==> src/design/bcc_pkg.sv <==
// Constants, register map and types for the buck channel control block.
// Assumes a 100 MHz system clock and an AHB-Lite register bus.
package bcc_pkg;
   localparam int NCH          = 6;
   localparam int CLK_FREQ_MHZ = 100;
   localparam int AUTO_OFF_NS  = 1000;
   localparam int AUTO_OFF_CYC = (AUTO_OFF_NS * CLK_FREQ_MHZ + 999) / 1000;
   localparam int CNT_W        = 16;

   localparam logic [1:0] MODE_OFF  = 2'h0;
   localparam logic [1:0] MODE_PWM  = 2'h1;
   localparam logic [1:0] MODE_PFM  = 2'h2;
   localparam logic [1:0] MODE_AUTO = 2'h3;

   localparam logic [1:0] ILIM_2A1  = 2'h0;
   localparam logic [2:0] PHASE_0DEG = 3'h7;
   localparam logic [1:0] IND_1U0   = 2'h0;
   localparam logic [1:0] IND_RSVD  = 2'h3;

   localparam logic [1:0] GRP14_SINGLE = 2'h0;
   localparam logic [1:0] GRP14_QUAD   = 2'h2;
   localparam logic [1:0] GRP14_TRIPLE = 2'h3;
   localparam logic [1:0] GRP_DUAL     = 2'h1;

   localparam logic [7:0] VCODE_LOW_MAX = 8'hB0;
   localparam logic [7:0] VCODE_HIGH    = 8'hB1;

   localparam logic [31:0] REG_CTRL    = 32'h0000_0000;
   localparam logic [31:0] REG_STATUS  = 32'h0000_0004;
   localparam logic [31:0] REG_CH_BASE = 32'h0000_0010;
   localparam logic [31:0] REG_STRIDE  = 32'h0000_0004;
   localparam logic [31:0] REG_CH_END  = 32'h0000_0028;

   localparam int CTRL_TERM_BIT = 0;
   localparam int CTRL_MASK_BIT = 1;
   localparam int CH_RUNM_LSB   = 0;
   localparam int CH_STBM_LSB   = 2;
   localparam int CH_ILIM_LSB   = 4;
   localparam int CH_PHASE_LSB  = 6;
   localparam int CH_RUNV_LSB   = 16;
   localparam int CH_STBV_LSB   = 24;
   localparam int STAT_EN_LSB   = 8;
   localparam int STAT_TRK_BIT  = 16;
   localparam int HTRANS_ACT_BIT = 1;

   typedef enum logic [1:0] {
      TS_OFF,
      TS_BOOT_RAMP,
      TS_RAMP,
      TS_TRACK
   } bcc_term_state_type;
endpackage

==> src/design/bcc_top.sv <==
// Control logic for six low-voltage buck channels with an AHB-Lite slave.
// Assumes all inputs are synchronous to CLOCK and the OTP inputs are static.
//
// The AHB-Lite slave port and the placing of the registers were left to the implementer.
`timescale 1ns/100ps
// Summary of operation
// - Ramp only within 0.4-1.5 V; crossing to/from 1.8 V turns channel off, on.
// - Power-up loads autoskip for sequenced channels, off for the rest.
// - Separate run and standby two-bit modes; current state's field governs.
// - Any channel mode change sets sticky flag, drives low interrupt unless masked.
// - Two-bit current limit field per channel selects peak current threshold.
// - Three-bit phase field: 000 is 45 degrees, steps of 45, 111 zero.
// - Phase field defaults to zero degrees at power-up, stays writable.
// - Two-bit inductor field per channel: 1.0, 0.47, 1.5 uH, 11 reserved.
// - Termination enabled: channel 6 tracks half channel 5, no ramping while tracking.
// - Same slot: channel 6 tracks at once; later slot: ramp first, then track.
// - Channel 5 disabled: channel 6 keeps tracking, both pulled down.
// - Channel 6 alone off: OTP bit picks high impedance or pull-down.
// - Channel 6 re-enabled alone ramps to set point, then tracks again.
// - Grouping 1-4: single, dual 1-2, quad 1-4, triple 1-3.
// - Grouped channels use their leader's registers; phase stays per channel.
// - In triple phase channel 4 stays an independent single channel.
// - Grouping 3-4: 00 single, 01 dual led by channel 4; rest reserved.
// - Triple or quad grouping overrides the channels 3-4 grouping field.
// - Grouping 5-6: 00 single, 01 dual led by channel 5; rest reserved.
// - Voltage code 0-176 is 0.4 V up, 177 is 1.8 V, above reserved.
module bcc_top #(
   parameter int OFF_CYCLES = bcc_pkg::AUTO_OFF_CYC
) (
   input  wire logic        CLOCK,
   input  wire logic        RESET,
   input  wire logic        HSEL,
   input  wire logic [31:0] HADDR,
   input  wire logic [1:0]  HTRANS,
   input  wire logic        HWRITE,
   input  wire logic [2:0]  HSIZE,
   input  wire logic [31:0] HWDATA,
   input  wire logic        HREADY,
   output logic      [31:0] HRDATA,
   output logic             HREADYOUT,
   output logic             HRESP,
   input  wire logic        POWER_UP,
   input  wire logic        STANDBY,
   input  wire logic [5:0]  SEQ_EN,
   input  wire logic        SAME_SLOT,
   input  wire logic        CH6_AT_TARGET,
   input  wire logic [47:0] OTP_VOLTAGE_CODE,
   input  wire logic [11:0] INDUCTOR_VALUE_SEL,
   input  wire logic [1:0]  CH1_TO_4_GROUPING,
   input  wire logic [1:0]  CH3_4_GROUPING,
   input  wire logic [1:0]  CH5_6_GROUPING,
   input  wire logic        TERMINATION_OFF_PULLDOWN,
   input  wire logic [7:0]  CH6_BOOT_SETPOINT,
   output wire logic [5:0]  CH_ENABLE,
   output wire logic [11:0] CH_MODE,
   output wire logic [47:0] CH_VOLTAGE_CODE,
   output wire logic [11:0] CURRENT_LIMIT_SEL,
   output wire logic [17:0] PHASE_SHIFT_SEL,
   output wire logic [11:0] INDUCTOR_OUT,
   output wire logic [5:0]  CH_DVS_EN,
   output wire logic [5:0]  CH_PULLDOWN,
   output wire logic [17:0] CH_LEADER,
   output logic             TRACK_CH5,
   output logic             IRQ_OUT_N
);
   import bcc_pkg::*;

   logic [31:0]        addr_ff,   nxt_addr;
   logic               wr_ff,     nxt_wr;
   logic [31:0]        rdata_ff,  nxt_rdata;
   logic               term_ff,   nxt_term;
   logic               mask_ff,   nxt_mask;
   logic [5:0]         evt_ff,    nxt_evt;
   logic               irq_n_ff,  nxt_irq_n;
   logic               trk_ff,    nxt_trk;
   bcc_term_state_type tst_ff,    nxt_tst;
   logic [5:0][1:0]    runm_ff,   nxt_runm;
   logic [5:0][1:0]    stbm_ff,   nxt_stbm;
   logic [5:0][1:0]    ilim_ff,   nxt_ilim;
   logic [5:0][2:0]    phase_ff,  nxt_phase;
   logic [5:0][7:0]    runv_ff,   nxt_runv;
   logic [5:0][7:0]    stbv_ff,   nxt_stbv;
   wire  [5:0][1:0]    cur_mode;
   wire  [5:0]         mode_evt;

   assign HRDATA    = rdata_ff;
   assign HREADYOUT = 1'h1;
   assign HRESP     = 1'h0;
   assign TRACK_CH5 = trk_ff;
   assign IRQ_OUT_N = irq_n_ff;

   // Picks the channel whose registers steer channel ch. The grouping
   // fields come in as arguments, so that every caller sees their changes.
   function automatic logic [2:0] lead_of(input int         ch,
                                          input logic [1:0] g14,
                                          input logic [1:0] g34,
                                          input logic [1:0] g56);
      logic [2:0] l;
      l = 3'(ch);
      unique case (ch)
         1: begin
            if (g14 != GRP14_SINGLE) begin
               l = 3'h0;
            end
         end
         2: begin
            if (g14 == GRP14_QUAD || g14 == GRP14_TRIPLE) begin
               l = 3'h0;
            end else if (g34 == GRP_DUAL) begin
               l = 3'h3;
            end
         end
         3: begin
            if (g14 == GRP14_QUAD) begin
               l = 3'h0;
            end
         end
         5: begin
            if (g56 == GRP_DUAL) begin
               l = 3'h4;
            end
         end
         default: l = 3'(ch);
      endcase
      return l;
   endfunction

   function automatic logic [31:0] read_word(input logic [31:0] a);
      logic [31:0] w;
      int          c;
      w = 32'h0000_0000;
      c = int'((a - REG_CH_BASE) / REG_STRIDE);
      if (a == REG_CTRL) begin
         w[CTRL_TERM_BIT] = term_ff;
         w[CTRL_MASK_BIT] = mask_ff;
      end else if (a == REG_STATUS) begin
         w[5:0]                 = evt_ff;
         w[STAT_EN_LSB +: 6]    = CH_ENABLE;
         w[STAT_TRK_BIT]        = trk_ff;
      end else if (a >= REG_CH_BASE && a < REG_CH_END &&
                   a[1:0] == 2'h0) begin
         w[CH_RUNM_LSB +: 2]  = runm_ff[c];
         w[CH_STBM_LSB +: 2]  = stbm_ff[c];
         w[CH_ILIM_LSB +: 2]  = ilim_ff[c];
         w[CH_PHASE_LSB +: 3] = phase_ff[c];
         w[CH_RUNV_LSB +: 8]  = runv_ff[c];
         w[CH_STBV_LSB +: 8]  = stbv_ff[c];
      end
      return w;
   endfunction

   always_comb begin
      int c;
      c         = int'((addr_ff - REG_CH_BASE) / REG_STRIDE);
      nxt_addr  = addr_ff;
      nxt_wr    = 1'h0;
      nxt_rdata = 32'h0000_0000;
      nxt_term  = term_ff;
      nxt_mask  = mask_ff;
      nxt_evt   = evt_ff;
      nxt_runm  = runm_ff;
      nxt_stbm  = stbm_ff;
      nxt_ilim  = ilim_ff;
      nxt_phase = phase_ff;
      nxt_runv  = runv_ff;
      nxt_stbv  = stbv_ff;
      nxt_tst   = tst_ff;
      if (HSEL && HREADY && HTRANS[HTRANS_ACT_BIT]) begin
         nxt_addr  = HADDR;
         nxt_wr    = HWRITE;
         nxt_rdata = HWRITE ? 32'h0000_0000 : read_word(HADDR);
      end
      if (wr_ff) begin
         if (addr_ff == REG_CTRL) begin
            nxt_term = HWDATA[CTRL_TERM_BIT];
            nxt_mask = HWDATA[CTRL_MASK_BIT];
         end else if (addr_ff == REG_STATUS) begin
            nxt_evt = evt_ff & ~HWDATA[5:0];
         end else if (addr_ff >= REG_CH_BASE && addr_ff < REG_CH_END &&
                      addr_ff[1:0] == 2'h0) begin
            nxt_runm[c]  = HWDATA[CH_RUNM_LSB +: 2];
            nxt_stbm[c]  = HWDATA[CH_STBM_LSB +: 2];
            nxt_ilim[c]  = HWDATA[CH_ILIM_LSB +: 2];
            nxt_phase[c] = HWDATA[CH_PHASE_LSB +: 3];
            nxt_runv[c]  = HWDATA[CH_RUNV_LSB +: 8];
            nxt_stbv[c]  = HWDATA[CH_STBV_LSB +: 8];
         end
      end
      if (POWER_UP) begin
         for (int i = 0; i < NCH; i++) begin
            nxt_runm[i]  = SEQ_EN[i] ? MODE_AUTO : MODE_OFF;
            nxt_stbm[i]  = SEQ_EN[i] ? MODE_AUTO : MODE_OFF;
            nxt_phase[i] = PHASE_0DEG;
            nxt_ilim[i]  = ILIM_2A1;
            nxt_runv[i]  = OTP_VOLTAGE_CODE[i*8 +: 8];
            nxt_stbv[i]  = OTP_VOLTAGE_CODE[i*8 +: 8];
         end
      end
      // A mode change in the clearing cycle still sets its flag.
      nxt_evt   = nxt_evt | mode_evt;
      nxt_irq_n = ~((|nxt_evt) & ~nxt_mask);
      if (POWER_UP) begin
         if (!SEQ_EN[NCH-1]) begin
            nxt_tst = TS_OFF;
         end else begin
            nxt_tst = SAME_SLOT ? TS_TRACK : TS_BOOT_RAMP;
         end
      end else if (cur_mode[NCH-1] == MODE_OFF) begin
         nxt_tst = TS_OFF;
      end else begin
         unique case (tst_ff)
            TS_OFF:       nxt_tst = TS_RAMP;
            TS_BOOT_RAMP,
            TS_RAMP: begin
               if (CH6_AT_TARGET) begin
                  nxt_tst = TS_TRACK;
               end
            end
            TS_TRACK:     nxt_tst = TS_TRACK;
         endcase
      end
      nxt_trk = nxt_term && nxt_tst == TS_TRACK;
   end

   always_ff @(posedge CLOCK) begin
      if (RESET) begin
         addr_ff  <= 32'h0000_0000;
         wr_ff    <= 1'h0;
         rdata_ff <= 32'h0000_0000;
         term_ff  <= 1'h0;
         mask_ff  <= 1'h0;
         evt_ff   <= 6'h00;
         irq_n_ff <= 1'h1;
         trk_ff   <= 1'h0;
         tst_ff   <= TS_OFF;
         runm_ff  <= '0;
         stbm_ff  <= '0;
         ilim_ff  <= '0;
         phase_ff <= {NCH{PHASE_0DEG}};
         runv_ff  <= '0;
         stbv_ff  <= '0;
      end else begin
         addr_ff  <= nxt_addr;
         wr_ff    <= nxt_wr;
         rdata_ff <= nxt_rdata;
         term_ff  <= nxt_term;
         mask_ff  <= nxt_mask;
         evt_ff   <= nxt_evt;
         irq_n_ff <= nxt_irq_n;
         trk_ff   <= nxt_trk;
         tst_ff   <= nxt_tst;
         runm_ff  <= nxt_runm;
         stbm_ff  <= nxt_stbm;
         ilim_ff  <= nxt_ilim;
         phase_ff <= nxt_phase;
         runv_ff  <= nxt_runv;
         stbv_ff  <= nxt_stbv;
      end
   end

   for (genvar g = 0; g < NCH; g++) begin : g_ch
      logic [2:0]       ld;
      logic [1:0]       m;
      logic [7:0]       tgt;
      logic             is_vtt;
      logic [7:0]       app_ff,  nxt_app;
      logic [CNT_W-1:0] cnt_ff,  nxt_cnt;
      logic             en_ff,   nxt_en;
      logic [1:0]       mode_ff, nxt_mode;
      logic             dvs_ff,  nxt_dvs;
      logic             pd_ff,   nxt_pd;
      logic [2:0]       ld_ff,   nxt_ld;
      logic [1:0]       il_ff,   nxt_il;
      logic [2:0]       ph_ff,   nxt_ph;
      logic [1:0]       ind_ff,  nxt_ind;

      assign ld       = lead_of(g, CH1_TO_4_GROUPING, CH3_4_GROUPING,
                                CH5_6_GROUPING);
      assign m        = STANDBY ? stbm_ff[ld] : runm_ff[ld];
      assign is_vtt   = (g == NCH - 1) && term_ff;
      assign cur_mode[g] = m;
      assign mode_evt[g] = m != mode_ff;

      assign CH_ENABLE[g]               = en_ff;
      assign CH_MODE[g*2 +: 2]          = mode_ff;
      assign CH_VOLTAGE_CODE[g*8 +: 8]  = app_ff;
      assign CURRENT_LIMIT_SEL[g*2 +: 2] = il_ff;
      assign PHASE_SHIFT_SEL[g*3 +: 3]  = ph_ff;
      assign INDUCTOR_OUT[g*2 +: 2]     = ind_ff;
      assign CH_DVS_EN[g]               = dvs_ff;
      assign CH_PULLDOWN[g]             = pd_ff;
      assign CH_LEADER[g*3 +: 3]        = ld_ff;

      always_comb begin
         tgt = STANDBY ? stbv_ff[ld] : runv_ff[ld];
         if (is_vtt && tst_ff == TS_BOOT_RAMP) begin
            tgt = CH6_BOOT_SETPOINT;
         end
         nxt_app = app_ff;
         nxt_cnt = (cnt_ff != '0) ? cnt_ff - 1'b1 : cnt_ff;
         // Codes above the 1.8 V code are ignored and the old one kept.
         if (tgt <= VCODE_HIGH && tgt != app_ff && !(is_vtt && trk_ff)) begin
            nxt_app = tgt;
            if ((tgt <= VCODE_LOW_MAX) != (app_ff <= VCODE_LOW_MAX)) begin
               nxt_cnt = CNT_W'(OFF_CYCLES);
            end
         end
         nxt_mode = m;
         nxt_en   = m != MODE_OFF && nxt_cnt == '0;
         // The next tracking state is used, so that ramping stops on the
         // very edge at which tracking starts.
         nxt_dvs  = nxt_en && !((g == NCH - 1) && nxt_trk);
         nxt_pd   = !nxt_en;
         if (is_vtt && !nxt_en) begin
            nxt_pd = TERMINATION_OFF_PULLDOWN;
         end
         if (is_vtt && trk_ff && cur_mode[NCH-2] == MODE_OFF) begin
            nxt_pd = 1'h1;
         end
         nxt_il  = ilim_ff[ld];
         nxt_ld  = ld;
         nxt_ph  = phase_ff[g];
         nxt_ind = INDUCTOR_VALUE_SEL[g*2 +: 2];
         if (nxt_ind == IND_RSVD) begin
            nxt_ind = IND_1U0;
         end
      end

      always_ff @(posedge CLOCK) begin
         if (RESET) begin
            app_ff  <= 8'h00;
            cnt_ff  <= '0;
            en_ff   <= 1'h0;
            mode_ff <= MODE_OFF;
            dvs_ff  <= 1'h0;
            pd_ff   <= 1'h1;
            ld_ff   <= 3'(g);
            il_ff   <= ILIM_2A1;
            ph_ff   <= PHASE_0DEG;
            ind_ff  <= IND_1U0;
         end else begin
            app_ff  <= nxt_app;
            cnt_ff  <= nxt_cnt;
            en_ff   <= nxt_en;
            mode_ff <= nxt_mode;
            dvs_ff  <= nxt_dvs;
            pd_ff   <= nxt_pd;
            ld_ff   <= nxt_ld;
            il_ff   <= nxt_il;
            ph_ff   <= nxt_ph;
            ind_ff  <= nxt_ind;
         end
      end
   end
endmodule

==> config.mk <==
export PLATFORM = sky130hd
export DESIGN_NAME = bcc_top
export DESIGN_NICKNAME = d
export VERILOG_FILES = /design/src/design/bcc_pkg.sv /design/src/design/bcc_top.sv
export SDC_FILE = /design/constraint.sdc
export NUM_CORES = 1
export LEC_CHECK = 0
export BUFFER_PORTS_ARGS = -buffer_cell sky130_fd_sc_hd__clkbuf_2
export CAP_MARGIN = 20
export CORE_ASPECT_RATIO = 1.25
export CORE_MARGIN = 1
export CORE_UTILIZATION = 58
export DETAILED_ROUTE_END_ITERATION = 10
export PLACE_DENSITY = 0.81
export RECOVER_POWER = 100
export SLEW_MARGIN = 20
export SYNTH_ARGS = -nofsm -noshare
export SYNTH_HDL_FRONTEND = slang
export SYNTH_SLANG_ARGS = --single-unit
==> constraint.sdc <==
create_clock -name CLOCK -period 3.8 [get_ports CLOCK]
set_input_delay 0.76 -clock CLOCK [delete_from_list [all_inputs] [get_ports CLOCK]]
set_output_delay 0.76 -clock CLOCK [all_outputs]
set_load 0.05 [all_outputs]
==> qor.csv <==
metric,value,unit
status,"finished, violations left",
violated checks,"max-capacitance violations, max-slew violations",
Hold WC Path Type,in -> reg,
WHS,0.369,ns
Total Wirelength,66800,um
# setup viols final,0,
cts bufs inserted,44,
GRT Residual Overflow,0,
Clock transition at path regs,0.07,ns
Crit Path Class,in -> reg,
mapped cell area,22000,um^2
Peak VDD IR,0.474,mV
setup total negative slack,0,ns
vias in the first global route,19500,
Initial DRC Count,1956,
"Clk Latency, worst-skew pair",0.56,ns
# H-tree levels,2,
actual slew at the worst max-slew pin,1.88,ns
router iterations before antenna repair,6,
total power,15.0,mW
ratio of cells with drive above 1 in the final layout,14.6,%
port bufs,305,
slew margin rel.,-25.3,%
FF-to-FF setup slack,0.31,ns
cts hold-fix bufs,0,
Post-Syn Instances,2449,
final worst path period share,95.4,%
Final Hold Vio Count,0,
largest net degree at the start of global routing,62,
Setup Skew,0.00875,ns
Max Slew Vio Count,131,
DIE AREA,38700,um^2
Yosys cell types,83,
Startpoint Class,input pin,
Post-synth EDFFs,0,
"FF+latch count, synth",441,
Post-DRT Antenna Nets,0,
die width,176,um
setup ws final,0.175,ns
synth warn,0,
RSZ-0062 raised after global routing,no,
via count,20000,
I/O pin cnt,333,
fin crit period,3.63,ns
GRT Resource Usage Total,34.2,%
initial core utilization,59.0,%
synth-to-layout area growth,14.6,%
DRC violations left,0,
Root Buffer,clkbuf_16,
dpl cell area,24100,um^2
CP required,4.24,ns
initial antenna violation count,4,
CTS resizes,0,
nets,2906,
routed len/inst,20.6,um
Via density,6.17,
clock tree buffer depth,3,
clock sink count,441,
Pwr per Cell Area,596,nW/um^2
Final GP Congestion,0.977,
Main synth FF type,dfxtp_1,
fin area,25200,um^2
first-pass GRT wire length,104000,um
Critical Path Sink Type,flop,
fillers,3007,
CORE AREA,37300,um^2
Post-CTS Setup Bufs,0,
Die Ht,220,um
"commonest non-fill, non-tap cells in the layout","dfxtp_1, mux2i_1, a21oi_1, nor2_1, nand2_1",
cell leakage power,9.41,nW
Post-Syn Area per Cell,8.98,um^2
worst-path fanout max,36,
max-cap violations,4,
"Seq/Total Area, Yosys",40.1,%
FP Rows,79,
CTS tree,done,
"FFs w/ async S/R, synth",0,%
pre-CTS setup slack,0.127,ns
CP arrival,4.06,ns
achievable clock frequency,276,MHz
DP HPWL,48000,um
"most common cell after layout, fill and taps aside",dfxtp_1,
-- critical path, stage by stage --
cell and delay [ns]:
clkbuf_2 0.84, clkbuf_1 0.35, mux2_2 0.42, o221ai_1 0.42
or4_1 0.21, o221ai_1 0.12, a21oi_1 0.34, a21o_1 0.32
buf_4 0.21, a21oi_1 0.05
-- per-layer routing --
metal	vias to the layer above	part of all wire [%]	GRT usage, %
li1	9283	-	-
met1	9465	39	41.2
met4	2	6.6	22.6
met2	1034	47	56.5
met3	264	7.9	5.12
met5	-	0.025	0
-- sequential cells by signal (all words and copies together) (netlist names), 18 cells and up --
name / flops
addr_ff: 32
stbv_ff: 48
runv_ff: 48
g_ch.app_ff: 48
g_ch.cnt_ff: 96
HRDATA: 30
g_ch.ph_ff: 18
g_ch.nxt_ph: 18
-- where the power goes --
| group | total [mW] | internal (mW) | switching [mW] | leakage, nW |
|---|---|---|---|---|
| clock | 4.43 | 2.57 | 1.86 | 0.717 |
| sequential | 5.81 | 5.18 | 0.624 | 3.62 |
| combinational | 4.80 | 1.95 | 2.85 | 5.07 |
| total | 15.0 | 9.70 | 5.33 | 9.41 |
-- Yosys cell counts (17+ instances only) --
cell type,n,share of area (%)
dfxtp_1,441,40
nand2b_1,19,0.54
buf_4,39,1.3
ha_1,20,1.1
nor2_1,227,3.9
nor3b_1,24,0.82
nor2b_1,20,0.57
nor4_1,50,1.4
and2_1,19,0.54
a211oi_1,25,0.85
nand4_1,17,0.48
a22oi_1,24,0.82
nand2_1,221,3.8
nand3_1,55,1.3
mux2i_1,235,11
mux2_2,44,2.3
xor2_1,56,2.2
a21oi_1,232,5.3
nor3_1,66,1.5
or2_2,25,0.71
xnor2_1,86,3.4
o21ai_0,117,2.7
mux4_2,33,3.4
a31oi_1,17,0.48
inv_1,33,0.56
clkbuf_1,97,1.7
-- final timing paths --
kind                            startpoint                        endpoint  cells past startpoint
setup / recovery                   STANDBY   g_ch[5].cnt_ff[12]$_SDFF_PP0_                     10
hold / removal       INDUCTOR_VALUE_SEL[3]    g_ch[1].ind_ff[0]$_SDFF_PP0_                      2
setup reg to reg   addr_ff[4]$_SDFFE_PP0P_  g_ch[4].nxt_ph[1]$_SDFFE_PP1P_                     10
hold reg to reg   addr_ff[31]$_SDFFE_PP0P_        addr_ff[31]$_SDFFE_PP0P_                      2
-- kinds of logic (layout without fill, tap and decap cells) --
| kind of cell | after synthesis | after routing | synth area share [%] |
|---|---|---|---|
| other cells | 2 | 20 | 0.0341 |
| simple gates | 822 | 822 | 18.5 |
| mux | 312 | 312 | 16.3 |
| xor+xnor | 142 | 142 | 5.65 |
| buf+inv | 206 | 501 | 4.60 |
| flops | 441 | 441 | 40.1 |
| compound gates | 504 | 504 | 13.6 |
| fa+ha+maj | 20 | 20 | 1.14 |
-- area by class of cell --
| class | count | area (um^2) | share of cell area, % |
|---|---|---|---|
| inverter | 34 | 130 | 0.516 |
| clock buffer | 62 | 1290 | 5.12 |
| tap | 486 | 608 | 2.41 |
| timing repair buffer | 390 | 2020 | 7.99 |
| antenna | 4 | 10.0 | 0.0397 |
| sequential | 441 | 8830 | 35.0 |
| multi-input combinational | 1816 | 12200 | 48.3 |
| clock inverter | 15 | 163 | 0.645 |
-- stage by stage --
| step | std cells | util [%] |
|---|---|---|
| after floorplan | 2463 | - |
| after global placement | 3167 | 64.6 |
| after detailed placement | 3167 | 64.6 |
| after CTS | 3244 | 68.5 |
| after global routing | 3247 | 67.7 |
| final | 3248 | 67.7 |
No activity file was read; power rests on OpenSTA's default activity.
